## config.mk

```make
export PLATFORM = sky130hd
export DESIGN_NAME = usb_endpoint_mode_responder
export DESIGN_NICKNAME = d
export VERILOG_FILES = /design/src/core/usb_ep_pkg.sv /design/src/core/ep_response_decode.sv /design/src/core/ep0_write_lock.sv /design/src/core/usb_endpoint_mode_responder.sv
export VERILOG_INCLUDE_DIRS = /design/src /design/src/core
export SDC_FILE = /design/constraint.sdc
export NUM_CORES = 1
export LEC_CHECK = 0
export ABC_CLOCK_PERIOD_IN_PS = 3700
export BUFFER_PORTS_ARGS = -buffer_cell sky130_fd_sc_hd__buf_2
export CORE_ASPECT_RATIO = 0.8
export CORE_MARGIN = 5
export CORE_UTILIZATION = 40
export CTS_BUF_LIST = sky130_fd_sc_hd__clkbuf_4 sky130_fd_sc_hd__clkbuf_8
export DETAILED_ROUTE_END_ITERATION = 16
export GPL_ROUTABILITY_DRIVEN = 1
export PLACE_DENSITY = 0.62
export SLEW_MARGIN = 10
export SYNTH_ARGS = -nofsm -noshare
export SYNTH_HDL_FRONTEND = slang
export SYNTH_SLANG_ARGS = --single-unit
```

## constraint.sdc

```tcl
create_clock -name clk_sys -period 3.7 [get_ports clk_sys]
set_clock_uncertainty 0.1 [all_clocks]
set_input_delay 0.37 -clock clk_sys [delete_from_list [all_inputs] [get_ports clk_sys]]
set_output_delay 0.37 -clock clk_sys [all_outputs]
set_load 0.005 [all_outputs]
```

## src/core/usb_ep_regs.svh

```systemverilog
`ifndef USB_EP_REGS_SVH
`define USB_EP_REGS_SVH

// endpoint count and register map, one mode and one count word per endpoint
`define NUM_EP          3
`define REG_MODE_OFS    8'h00
`define REG_COUNT_OFS   8'h04
`define EP_STRIDE       8'h08

// mode register fields
`define MODE_LSB        0
`define MODE_MSB        3
`define MODE_ACK_BIT    4
`define MODE_OUT_BIT    5
`define MODE_IN_BIT     6
`define MODE_SETUP_BIT  7

// count register fields
`define CNT_LSB         0
`define CNT_MSB         3
`define CNT_DVAL_BIT    6
`define CNT_TOG_BIT     7

// reset values
`define MODE_RESET      4'h0
`define CNT_RESET       4'h0

// packet limits: 8-byte payload plus 2 crc bytes, zero-length packet is crc only
`define EP_SIZE_BYTES   5'h08
`define CRC_BYTES       5'h02
`define MAX_PKT_BYTES   (`EP_SIZE_BYTES + `CRC_BYTES)
`define ZLP_BYTES       5'h02

`endif

```

## src/core/usb_ep_pkg.sv

```systemverilog
package usb_ep_pkg;

  // endpoint modes, written by firmware into the low nibble of the mode register
  typedef enum logic [3:0] {
    MODE_DISABLED          = 4'b0000,
    MODE_NAK_IN_OUT        = 4'b0001,
    MODE_STATUS_OUT_ONLY   = 4'b0010,
    MODE_STALL_IN_OUT      = 4'b0011,
    MODE_IGNORE_IN_OUT     = 4'b0100,
    MODE_ISO_OUT           = 4'b0101,
    MODE_STATUS_IN_ONLY    = 4'b0110,
    MODE_ISO_IN            = 4'b0111,
    MODE_NAK_OUT           = 4'b1000,
    MODE_ACK_OUT           = 4'b1001,
    MODE_NAK_OUT_STATUS_IN = 4'b1010,
    MODE_ACK_OUT_STATUS_IN = 4'b1011,
    MODE_NAK_IN            = 4'b1100,
    MODE_ACK_IN            = 4'b1101,
    MODE_NAK_IN_STATUS_OUT = 4'b1110,
    MODE_ACK_IN_STATUS_OUT = 4'b1111
  } ep_mode_t;

  typedef enum logic [1:0] {
    PID_OUT   = 2'b00,
    PID_IN    = 2'b01,
    PID_SETUP = 2'b10,
    PID_NONE  = 2'b11
  } pid_t;

  // answer handed to the serial_interface_engine
  typedef enum logic [2:0] {
    RESP_IGNORE   = 3'b000,
    RESP_ACK      = 3'b001,
    RESP_NAK      = 3'b010,
    RESP_STALL    = 3'b011,
    RESP_TX_COUNT = 3'b100,
    RESP_TX_ZERO  = 3'b101,
    RESP_SILENT   = 3'b110
  } resp_t;

  typedef enum logic [1:0] {
    ST_IDLE      = 2'b00,
    ST_DATA      = 2'b01,
    ST_IN_DECIDE = 2'b10,
    ST_HANDSHAKE = 2'b11
  } xact_state_t;

  // modes that answer a setup token
  function automatic logic mode_accepts_setup(input logic [3:0] m);
    case (m)
      4'b0001, 4'b0010, 4'b0011, 4'b0100, 4'b0110,
      4'b1010, 4'b1011, 4'b1110, 4'b1111: mode_accepts_setup = 1'b1;
      default:                            mode_accepts_setup = 1'b0;
    endcase
  endfunction

  // ack modes fall back to their nak twin; others keep their mode
  function automatic logic [3:0] mode_after_ack(input logic [3:0] m);
    case (m)
      4'b1001: mode_after_ack = 4'b1000;
      4'b1011: mode_after_ack = 4'b1010;
      4'b1101: mode_after_ack = 4'b1100;
      4'b1111: mode_after_ack = 4'b1110;
      default: mode_after_ack = m;
    endcase
  endfunction

endpackage

```

## src/core/ep_response_decode.sv

```systemverilog
`timescale 1ns/1ns
module ep_response_decode
  import usb_ep_pkg::*;
(
  input  wire logic [3:0] mode,
  input  wire pid_t       pid,
  input  wire logic       zlp_toggle_one,
  output resp_t           resp,
  output logic            takes_data
);

  // per-mode answer to in and out tokens; setup is handled by the caller
  always_comb begin
    resp       = RESP_IGNORE;
    takes_data = 1'b0;
    case (pid)
      PID_IN: begin
        case (mode)
          4'b0001, 4'b1100, 4'b1110:          resp = RESP_NAK;
          4'b0010, 4'b0011:                   resp = RESP_STALL;
          4'b0110, 4'b1010, 4'b1011:          resp = RESP_TX_ZERO;
          4'b0111, 4'b1101, 4'b1111:          resp = RESP_TX_COUNT;
          default:                            resp = RESP_IGNORE;
        endcase
      end
      PID_OUT: begin
        case (mode)
          4'b0001, 4'b1000, 4'b1010:          resp = RESP_NAK;
          4'b0011, 4'b0110:                   resp = RESP_STALL;
          4'b0101: begin
            resp       = RESP_SILENT;
            takes_data = 1'b1;
          end
          4'b1001, 4'b1011: begin
            resp       = RESP_ACK;
            takes_data = 1'b1;
          end
          // status check: zero-length with toggle one, else stall
          4'b0010, 4'b1110, 4'b1111:
            resp = zlp_toggle_one ? RESP_ACK : RESP_STALL;
          default:                            resp = RESP_IGNORE;
        endcase
      end
      default: resp = RESP_IGNORE;
    endcase
  end

endmodule // ep_response_decode

```

## src/core/ep0_write_lock.sv

```systemverilog
`timescale 1ns/1ns
module ep0_write_lock (
  input  wire logic clk_sys,
  input  wire logic rst_n,
  input  wire logic lock_set,
  input  wire logic cpu_read,
  output logic      locked
);

  // a new ack wins over a read in the same cycle so no update goes unseen
  always_ff @(posedge clk_sys) begin
    if (!rst_n) begin
      locked <= 1'b0;
    end else if (lock_set) begin
      locked <= 1'b1;
    end else if (cpu_read) begin
      locked <= 1'b0;
    end
  end

endmodule // ep0_write_lock

```

## src/core/usb_endpoint_mode_responder.sv

```systemverilog
// Decided for this implementation: the register addresses and register access over APB.
`timescale 1ns/1ns
`include "usb_ep_regs.svh"

module usb_endpoint_mode_responder
  import usb_ep_pkg::*;
(
  input  wire logic        clk_sys,
  input  wire logic        rst_n,
  // apb register port
  input  wire logic [7:0]  paddr,
  input  wire logic        psel,
  input  wire logic        penable,
  input  wire logic        pwrite,
  input  wire logic [31:0] pwdata,
  output logic [31:0]      prdata,
  output logic             pready,
  output logic             pslverr,
  // token and data events from the serial_interface_engine
  input  wire logic        tok_valid,
  input  wire pid_t        tok_pid,
  input  wire logic [1:0]  tok_ep,
  input  wire logic        data_start,
  input  wire logic        data_end,
  input  wire logic [4:0]  data_count,
  input  wire logic        data_toggle,
  input  wire logic        data_crc_ok,
  input  wire logic        data_checks_ok,
  input  wire logic        hs_valid,
  input  wire logic        hs_ack,
  // answer to the serial_interface_engine
  output logic             resp_valid,
  output resp_t            resp_code,
  output logic [3:0]       tx_len,
  output logic [2:0]       ep_irq
);

  // endpoint state
  logic [3:0]  mode      [0:`NUM_EP-1];
  logic [3:0]  cnt       [0:`NUM_EP-1];
  logic [`NUM_EP-1:0] ack_bit;
  logic [`NUM_EP-1:0] in_bit;
  logic [`NUM_EP-1:0] out_bit;
  logic [`NUM_EP-1:0] setup_bit;
  logic [`NUM_EP-1:0] dval;
  logic [`NUM_EP-1:0] data_toggle_bit;

  logic [3:0]  next_mode [0:`NUM_EP-1];
  logic [3:0]  next_cnt  [0:`NUM_EP-1];
  logic [`NUM_EP-1:0] next_ack_bit;
  logic [`NUM_EP-1:0] next_in_bit;
  logic [`NUM_EP-1:0] next_out_bit;
  logic [`NUM_EP-1:0] next_setup_bit;
  logic [`NUM_EP-1:0] next_dval;
  logic [`NUM_EP-1:0] next_data_toggle_bit;

  // transaction tracking
  xact_state_t state;
  xact_state_t next_state;
  logic [1:0]  cur_ep;
  pid_t        cur_pid;

  // apb decode
  wire logic [1:0] addr_ep       = paddr[4:3];
  wire logic       addr_is_count = paddr[2];
  wire logic       addr_hit      = (paddr[7:5] == 3'h0) && (paddr[1:0] == 2'h0)
                                   && (addr_ep < 2'(`NUM_EP));
  wire logic       apb_start     = psel && penable && !pready;
  wire logic       apb_done      = psel && penable && pready;
  wire logic       fw_wr         = apb_done && pwrite && addr_hit;
  wire logic       fw_rd         = apb_done && !pwrite && addr_hit;
  wire logic       fw_wr_mode    = fw_wr && !addr_is_count;
  wire logic       fw_wr_cnt     = fw_wr && addr_is_count;
  wire logic       rd_ep0_mode   = fw_rd && (addr_ep == 2'h0) && !addr_is_count;
  wire logic       rd_ep0_cnt    = fw_rd && (addr_ep == 2'h0) && addr_is_count;

  // packet qualification
  wire logic [3:0] cur_mode      = mode[cur_ep];
  wire logic       data_valid    = data_crc_ok && data_checks_ok
                                   && (data_count <= `MAX_PKT_BYTES);
  wire logic       zlp_tog_one   = (data_count == `ZLP_BYTES) && data_toggle;
  wire logic       accepts_setup = mode_accepts_setup(cur_mode);
  wire logic       is_setup      = (cur_pid == PID_SETUP);
  wire logic       fin_data      = (state == ST_DATA) && data_end;
  wire logic       fin_in        = (state == ST_IN_DECIDE);
  wire logic       fin_hs        = (state == ST_HANDSHAKE) && hs_valid;
  wire logic       setup_start   = (state == ST_DATA) && data_start
                                   && is_setup && accepts_setup;

  resp_t      dec_resp;
  logic       dec_takes_data;

  ep_response_decode u_decode (
    .mode           (cur_mode),
    .pid            (cur_pid),
    .zlp_toggle_one (zlp_tog_one),
    .resp           (dec_resp),
    .takes_data     (dec_takes_data)
  );

  // hardware update request for the current endpoint
  resp_t      hw_resp;
  logic       hw_mode_we;
  logic [3:0] hw_mode;
  logic       hw_cnt_we;
  logic       hw_dval;
  logic       hw_set_ack;
  logic       hw_set_in;
  logic       hw_set_out;
  logic       hw_irq;
  logic       hw_lock;

  // transaction outcome; invalid packets never get a handshake
  always_comb begin
    hw_resp    = RESP_IGNORE;
    hw_mode_we = 1'b0;
    hw_mode    = cur_mode;
    hw_cnt_we  = 1'b0;
    hw_dval    = 1'b0;
    hw_set_ack = 1'b0;
    hw_set_in  = 1'b0;
    hw_set_out = 1'b0;
    hw_irq     = 1'b0;
    if (fin_data && is_setup && accepts_setup) begin
      hw_cnt_we = 1'b1;
      hw_dval   = data_valid;
      hw_irq    = 1'b1;
      if (data_valid) begin
        hw_resp    = RESP_ACK;
        hw_set_ack = 1'b1;
        hw_mode_we = 1'b1;
        hw_mode    = MODE_NAK_IN_OUT;
      end
    end else if (fin_data && !is_setup) begin
      if (data_valid) begin
        hw_resp    = dec_resp;
        hw_set_out = (dec_resp != RESP_IGNORE);
        hw_irq     = (dec_resp != RESP_IGNORE);
        if (dec_takes_data) begin
          hw_cnt_we = 1'b1;
          hw_dval   = 1'b1;
        end
        if (dec_resp == RESP_ACK) begin
          hw_set_ack = 1'b1;
          hw_mode_we = 1'b1;
          hw_mode    = mode_after_ack(cur_mode);
        end
      end else if (dec_takes_data && !data_crc_ok) begin
        // buffer was already written, so flag it and tell firmware
        hw_cnt_we = 1'b1;
        hw_dval   = 1'b0;
        hw_irq    = 1'b1;
      end
    end else if (fin_in) begin
      hw_resp = dec_resp;
      if ((dec_resp == RESP_NAK) || (dec_resp == RESP_STALL)) begin
        hw_set_in = 1'b1;
        hw_irq    = 1'b1;
      end
    end else if (fin_hs && hs_ack) begin
      hw_set_in  = 1'b1;
      hw_set_ack = 1'b1;
      hw_irq     = 1'b1;
      hw_mode_we = 1'b1;
      hw_mode    = mode_after_ack(cur_mode);
    end
  end

  // ack exchanged on endpoint 0 locks both registers, all but the mode register's setup bit
  assign hw_lock = hw_set_ack && (cur_ep == 2'h0);

  logic mode_locked;
  logic cnt_locked;

  ep0_write_lock u_mode_lock (
    .clk_sys  (clk_sys),
    .rst_n    (rst_n),
    .lock_set (hw_lock),
    .cpu_read (rd_ep0_mode),
    .locked   (mode_locked)
  );

  ep0_write_lock u_cnt_lock (
    .clk_sys  (clk_sys),
    .rst_n    (rst_n),
    .lock_set (hw_lock),
    .cpu_read (rd_ep0_cnt),
    .locked   (cnt_locked)
  );

  // next register values; hardware wins over a firmware write in the same cycle
  always_comb begin
    for (int i = 0; i < `NUM_EP; i++) begin
      logic sel;
      logic wr_m;
      logic wr_c;
      sel  = (cur_ep == 2'(i));
      wr_m = fw_wr_mode && (addr_ep == 2'(i)) && !((i == 0) && mode_locked);
      wr_c = fw_wr_cnt && (addr_ep == 2'(i)) && !((i == 0) && cnt_locked);
      next_mode[i]            = mode[i];
      next_ack_bit[i]         = ack_bit[i];
      next_in_bit[i]          = in_bit[i];
      next_out_bit[i]         = out_bit[i];
      next_setup_bit[i]       = setup_bit[i];
      next_cnt[i]             = cnt[i];
      next_dval[i]            = dval[i];
      next_data_toggle_bit[i] = data_toggle_bit[i];
      if (wr_m) begin
        next_mode[i]    = pwdata[`MODE_MSB:`MODE_LSB];
        next_ack_bit[i] = pwdata[`MODE_ACK_BIT];
        next_in_bit[i]  = pwdata[`MODE_IN_BIT];
        next_out_bit[i] = pwdata[`MODE_OUT_BIT];
      end
      if (fw_wr_mode && (addr_ep == 2'(i))) begin
        next_setup_bit[i] = pwdata[`MODE_SETUP_BIT];
      end
      if (wr_c) begin
        next_cnt[i]             = pwdata[`CNT_MSB:`CNT_LSB];
        next_dval[i]            = pwdata[`CNT_DVAL_BIT];
        next_data_toggle_bit[i] = pwdata[`CNT_TOG_BIT];
      end
      if (sel && hw_mode_we) begin
        next_mode[i] = hw_mode;
      end
      if (sel && hw_set_ack) begin
        next_ack_bit[i] = 1'b1;
      end
      if (sel && hw_set_in) begin
        next_in_bit[i] = 1'b1;
      end
      if (sel && hw_set_out) begin
        next_out_bit[i] = 1'b1;
      end
      if (sel && setup_start) begin
        next_setup_bit[i] = 1'b1;
      end
      if (sel && hw_cnt_we) begin
        next_cnt[i]             = data_count[3:0];
        next_dval[i]            = hw_dval;
        next_data_toggle_bit[i] = data_toggle;
      end
    end
  end

  // endpoint registers; everything disabled out of reset
  always_ff @(posedge clk_sys) begin
    for (int i = 0; i < `NUM_EP; i++) begin
      if (!rst_n) begin
        mode[i] <= `MODE_RESET;
        cnt[i]  <= `CNT_RESET;
      end else begin
        mode[i] <= next_mode[i];
        cnt[i]  <= next_cnt[i];
      end
    end
  end

  always_ff @(posedge clk_sys) begin
    if (!rst_n) begin
      ack_bit         <= '0;
      in_bit          <= '0;
      out_bit         <= '0;
      setup_bit       <= '0;
      dval            <= '0;
      data_toggle_bit <= '0;
    end else begin
      ack_bit         <= next_ack_bit;
      in_bit          <= next_in_bit;
      out_bit         <= next_out_bit;
      setup_bit       <= next_setup_bit;
      dval            <= next_dval;
      data_toggle_bit <= next_data_toggle_bit;
    end
  end

  // transaction sequencing; a token to a missing endpoint is not ours
  always_comb begin
    next_state = state;
    case (state)
      ST_IDLE: begin
        if (tok_valid && (tok_ep < 2'(`NUM_EP))) begin
          next_state = (tok_pid == PID_IN) ? ST_IN_DECIDE : ST_DATA;
        end
      end
      ST_DATA: begin
        if (data_end) begin
          next_state = ST_IDLE;
        end
      end
      ST_IN_DECIDE: begin
        if ((dec_resp == RESP_TX_COUNT) || (dec_resp == RESP_TX_ZERO)) begin
          next_state = ST_HANDSHAKE;
        end else begin
          next_state = ST_IDLE;
        end
      end
      ST_HANDSHAKE: begin
        if (hs_valid) begin
          next_state = ST_IDLE;
        end
      end
      default: next_state = ST_IDLE;
    endcase
  end

  always_ff @(posedge clk_sys) begin
    if (!rst_n) begin
      state   <= ST_IDLE;
      cur_ep  <= 2'h0;
      cur_pid <= PID_NONE;
    end else begin
      state <= next_state;
      if ((state == ST_IDLE) && tok_valid) begin
        cur_ep  <= tok_ep;
        cur_pid <= tok_pid;
      end
    end
  end

  // answer and interrupt pulses; silent iso accepts give no handshake
  wire logic  send_resp = (hw_resp != RESP_IGNORE) && (hw_resp != RESP_SILENT);
  wire logic [2:0] irq_vec = hw_irq ? (3'h1 << cur_ep) : 3'h0;

  always_ff @(posedge clk_sys) begin
    if (!rst_n) begin
      resp_valid <= 1'b0;
      resp_code  <= RESP_IGNORE;
      tx_len     <= 4'h0;
      ep_irq     <= 3'h0;
    end else begin
      resp_valid <= send_resp;
      resp_code  <= hw_resp;
      tx_len     <= (hw_resp == RESP_TX_COUNT) ? cnt[cur_ep] : 4'h0;
      ep_irq     <= irq_vec;
    end
  end

  // apb read view of the addressed register
  wire logic [31:0] rd_mode_word = {24'h0, setup_bit[addr_ep], in_bit[addr_ep],
                                    out_bit[addr_ep], ack_bit[addr_ep], mode[addr_ep]};
  wire logic [31:0] rd_cnt_word  = {24'h0, data_toggle_bit[addr_ep], dval[addr_ep],
                                    2'h0, cnt[addr_ep]};
  wire logic [31:0] rd_word      = !addr_hit ? 32'h0 :
                                   (addr_is_count ? rd_cnt_word : rd_mode_word);

  // one wait state: pready rises in the second access cycle
  always_ff @(posedge clk_sys) begin
    if (!rst_n) begin
      pready  <= 1'b0;
      pslverr <= 1'b0;
      prdata  <= 32'h0;
    end else begin
      pready  <= apb_start;
      pslverr <= apb_start && !addr_hit;
      prdata  <= (apb_start && !pwrite) ? rd_word : 32'h0;
    end
  end

endmodule // usb_endpoint_mode_responder

```

After elaboration in Yosys (flattened, before gate mapping)
Memories as Yosys holds them, arrays and structs flattened. A register that Yosys moved wholly into a read port is not among the register bits.
Cells that the tools add are included.

storage, ports and cells
  flip-flop bits (word level) = 67
  memory bits (writable) = 24
  ROM bits = 64
  output and inout bits = 45
  memories kept = 4

memory list
  memory            depth  bits a word  rd ports  clocked after memory_dff  wr ports  RTL line                           RTL
  (name not given)  16     3            1         0                         0         ep_response_decode.sv:18           case (mode)
  (name not given)  16     1            1         0                         0         usb_ep_pkg.sv:50                   case (m)
  cnt               3      4            2         1                         3         usb_endpoint_mode_responder.sv:40  logic [3:0] cnt [0:`NUM_EP-1];
  mode              3      4            2         1                         3         usb_endpoint_mode_responder.sv:39  logic [3:0] mode [0:`NUM_EP-1];

cells by class
  magnitude comparators = 4
  equality and inequality tests = 39
  shifts and indexed selects = 1
  mux-type cells = 124
  bitwise operators = 9
  reduce and logical (&&, ||, !) cells = 107

operator list
  operator                                        count
  2-to-1 mux 4 bit                                25
  2-to-1 mux 1 bit                                76
  logical AND 1 bit                               55
  nonzero test 2 bit                              17
  == test 4 bit (second input constant)           7
  inequality test 2 bit (second input constant)   9
  2-to-1 mux 2 bit                                8
  case mux 4 bit (4 select lines)                 1
  AND reduction 2 bit                             8
  case mux 3 bit (5 select lines)                 1
  binary-select mux 1 bit (select 2 bit)          6
  2-to-1 mux 3 bit                                4
  == test 2 x 1 -> 1 bit (second input constant)  5
  == test 2 bit (second input constant)           5
  zero test 2 bit                                 5
  == test 3 bit (second input constant)           3
  zero test 1 bit                                 9
  OR reduction 3 bit                              3
  == test 4 x 2 -> 1 bit (second input constant)  2
  == test 4 x 3 -> 1 bit (second input constant)  2
  2-to-1 mux 8 bit                                1
  case mux 2 bit (4 select lines)                 1
  == test 3 x 2 -> 1 bit (second input constant)  2
  OR 1 bit                                        6
  16 further kinds                                23

Longest topological paths before layout
  word-level depth = 14
  depth in mapped cells = 9

Cells and area by module
Synthesis repeated with hierarchy kept, for this count alone.

second synthesis, totals
  cells, all modules = 506
  area total of the unflattened synthesis = 4511.8 um2

by module, submodules not included
  module                       instances  cells each  area an instance (um2)  seq. area each (um2)
  usb_endpoint_mode_responder  1          464         4191.5                  1661.6
  ep_response_decode           1          36          237.7                   0.0
  ep0_write_lock               2          3           41.3                    20.0

Least setup slack after synthesis
Ideal clock, no wire load.

  path kind = reg-to-reg
  start = register with a tool-made name
  end = memory mode[0][0], enable pin
  setup time = 0.292 ns
  arrival time = 2.268 ns
  slack = 1.040 ns
  stages on the path, launching flop included = 9
  buffers on the path = 1
  cell sequence = dfxtp_1 mux2_2 o21a_1 buf_4 xnor2_1 a221o_1 o211a_1 o21ai_2 nand3_1

RTL lines
  what              RTL line
  end: declaration  usb_endpoint_mode_responder.sv:39

==> reports/results.tsv <==
stage	metric	value	unit
detailed_routing	vias	3990	
sta	fmax	312	MHz
worst_hold_path	min-delay-path-class	in2reg	
cts	cts_buffers	9	
floorplanning	dieHeight	104	µm
setup_path	endpoint_kind	flip-flop	
setup_path	cp-start-kind	flip-flop	
grt	grt_pass1_wl	19900	µm
placement	io_buffers	58	
setup_path	critPathRequiredTime	3640	ps
placement	dp_hpwl	9580	µm
cells_and_area	final_cell_mix	nand2_1, buf_2, mux2i_1	
flow_run	cap_viol_max_count	0	
power	power.total	1.80	mW
cts	htreeDepth	3	
setup_path	critPathSlowestCell	o21ai_1	
setup_path	worstPathMaxFanout	8	
setup_path	cpMostUsedCell	o21ai_1	
cells_and_area	finalInstanceArea	0.00493	mm²
detailed_routing	drt_iter0_markers	387	
sta	rsz0062_at_grt	no	
cells_and_area	drive_gt1_frac	0.178	
logic_synthesis	yosysUniqueCellTypes	62	
cts	cts_num_sinks	73	
placement	postPlaceCellArea	0.00472	mm²
floorplanning	coreArea	0.0108	mm²
grt	grtUsageTotal	0.188	
sta	relSlewSlack	0.545	
floorplanning	start_util	0.407	
logic_synthesis	ys_warn_count	0	
cts	cts_tree	built	
setup_path	crit_buf_inv	0	
cts	clock_latency	360	ps
logic_synthesis	synth_flop_cell	dfxtp_1	
cells_and_area	mostFrequentLayoutCell	nand2_1	
logic_synthesis	ys_seq_elements	73	
setup_path	critPathKind	reg2reg	
setup_path	max_stage_delay	460	ps
run_status	run_status	finished clean	
cells_and_area	layout.cells.non_filler	700	
floorplanning	io_pins	107	
sta	finalSetupTns	0	ps
sta	setup_violations	0	
logic_synthesis	synth_edf_count	24	
grt	grt_max_degree	34	
sta	worstMarginPinSlew	674	ps
setup_path	worstPathCellList	mux2_2 > o21ai_1 > nor4_1 > a311o_1 > o211a_1 > o21ai_1 > nand3_1	
sta	hold_violations	0	
cells_and_area	fin_util	0.456	
cells_and_area	areaGrowthSynthToFinish	12.0	%
sta	min_period_over_period	0.865	
cts	post_cts_buffers	0	
power	cellLeakagePower	1.95	nW
cells_and_area	finish.net_count	613	
logic_synthesis	syn-cell-area	0.00440	mm²
detailed_routing	drc	0	
power	power_per_cell_area	365	mW/mm²
grt	antenna_found_initial	0	
setup_path	cp_top_family	compound AO/OA/AOI/OAI gates	
floorplanning	rows	34	
logic_synthesis	avgSynthCellArea	8.72	µm²
cells_and_area	n_antenna_cell	0	
logic_synthesis	synthArstFlopShare	0	
detailed_routing	postRouteAntennaNets	0	
detailed_routing	vias_per_cell	5.70	
detailed_routing	wl_per_cell	17.7	µm
placement	dp_cells	684	
cts	cts.clk_slew.worst_paths	80	ps
detailed_routing	routed_wl	12400	µm
floorplanning	dieArea	0.0132	mm²
setup_path	cp_data_arrival_time	3140	ps
grt	grt_pass1_vias	3742	
placement	gp_congestion	0.860	
sta	final_max_slew_viol_count	0	
logic_synthesis	yosysSeqAreaShare	0.387	
cts	cts_root_buffer	clkbuf_8	
cts	hold_buffers	0	
power	ir_worst_vdd	294	µV
grt	grt-ovfl-total	0	
cts	clockBufferDepth	2	
detailed_routing	drtPass1Iterations	5	
worst_hold_path	hp-start	tok_pid[0]	
sta	finalCriticalPeriod	3200	ps
floorplanning	die_w	127	µm
logic_synthesis	syn_inst	505	
cts	cts_resized	0	
-- stage by stage --
stage               worst slack (ps)  hold WS, ps
floorplan                       1040          345
global placement                 622          362
detailed placement               536          364
CTS                              521          131
global route                     274          163
finish                           500          148
-- where the power goes --
group / internal (mW) / switching [mW]
combinational: 0.0814 / 0.158
clock: 0.398 / 0.290
sequential: 0.843 / 0.0278
-- per-layer routing --
layer | GRT usage | routed length [µm] | up-vias
li1 | - | - | 1904
met1 | 0.283 | 5870 | 1880
met2 | 0.266 | 5410 | 191
met3 | 0.0514 | 950 | 15
met4 | 0.0413 | 161 | 0
met5 | 0 | 0 | -
-- flip-flops by register name, indices dropped and copies added (netlist names), named ones only --
name,cells
cur_ep,2
cur_pid,2
u_cnt_lock.locked,1
out_bit,3
ack_bit,3
mode,12
cnt,12
in_bit,3
pslverr,1
state,2
ep_irq,3
pready,1
setup_bit,3
resp_valid,1
tx_len,4
dval,3
data_toggle_bit,3
prdata,8
u_mode_lock.locked,1
resp_code,3
-- final timing paths --
| check | depth (start not counted) | to | slack (ps) |
|---|---|---|---|
| max | 7 | mode[1][0] | 500 |
| max reg2reg | 7 | mode[1][0] | 500 |
| min | 3 | cur_pid[0] | 150 |
| min reg2reg | 2 | in_bit[1] | 370 |
-- worst register-to-register path: cells and delay by family (launching register included) --
kind / cells / cell delay, ps
muxes: 1 / 400
DFF: 1 / 420
AOI/OAI and AO/OA: 4 / 1590
and+or+nand+nor: 2 / 390
-- cell type report --
class	count	area, µm²
Inverter	9	33.8
Sequential cell	73	1700
Clock inverter	4	67.6
Multi-Input combinational cell	392	2450
Tap cell	144	180
Fill cell	1093	5870
Timing Repair Buffer	66	350
Clock buffer	12	146
-- synthesized netlist by cell type (2+ instances only) --
cell type	n	area share
nand2_1	63	0.054
mux2i_1	50	0.11
dfxtp_1	49	0.22
nor2_1	37	0.032
a21oi_1	26	0.030
buf_4	25	0.043
edfxtp_1	24	0.16
o21ai_0	22	0.025
clkbuf_1	21	0.018
nand3_1	21	0.024
nor3_1	12	0.014
o211ai_1	11	0.019
nand2b_1	9	0.013
a31oi_1	8	0.011
inv_1	8	0.0068
nand3b_1	8	0.014
nor2b_1	8	0.011
o32ai_1	8	0.016
mux2_2	7	0.018
o21a_1	7	0.012
o21ai_1	7	0.0080
a211oi_1	5	0.0085
buf_1	4	0.0034
buf_2	4	0.0045
nor4_1	4	0.0057
o2111ai_1	4	0.0080
o22ai_1	4	0.0057
a32oi_1	3	0.0060
nand4_1	3	0.0043
a21boi_0	2	0.0034
and3b_1	2	0.0040
nor3b_2	2	0.0057
nor4b_1	2	0.0040
o2111a_1	2	0.0051
o211a_1	2	0.0045
o311ai_0	2	0.0040
o41ai_1	2	0.0040
or2_2	2	0.0028
or3_1	2	0.0028
-- cell families (layout without fill, tap and decap cells) --
family	Yosys count	count (layout)	share of synthesized area
AND/OR/NAND/NOR	181	181	0.203
AO/OA/AOI/OAI	129	129	0.200
flip-flops	73	73	0.387
buffers and inverters	63	91	0.0762
multiplexers	57	57	0.132
other	1	24	0.000852
XOR/XNOR	1	1	0.00199
Power figures use the tool's default switching activity.
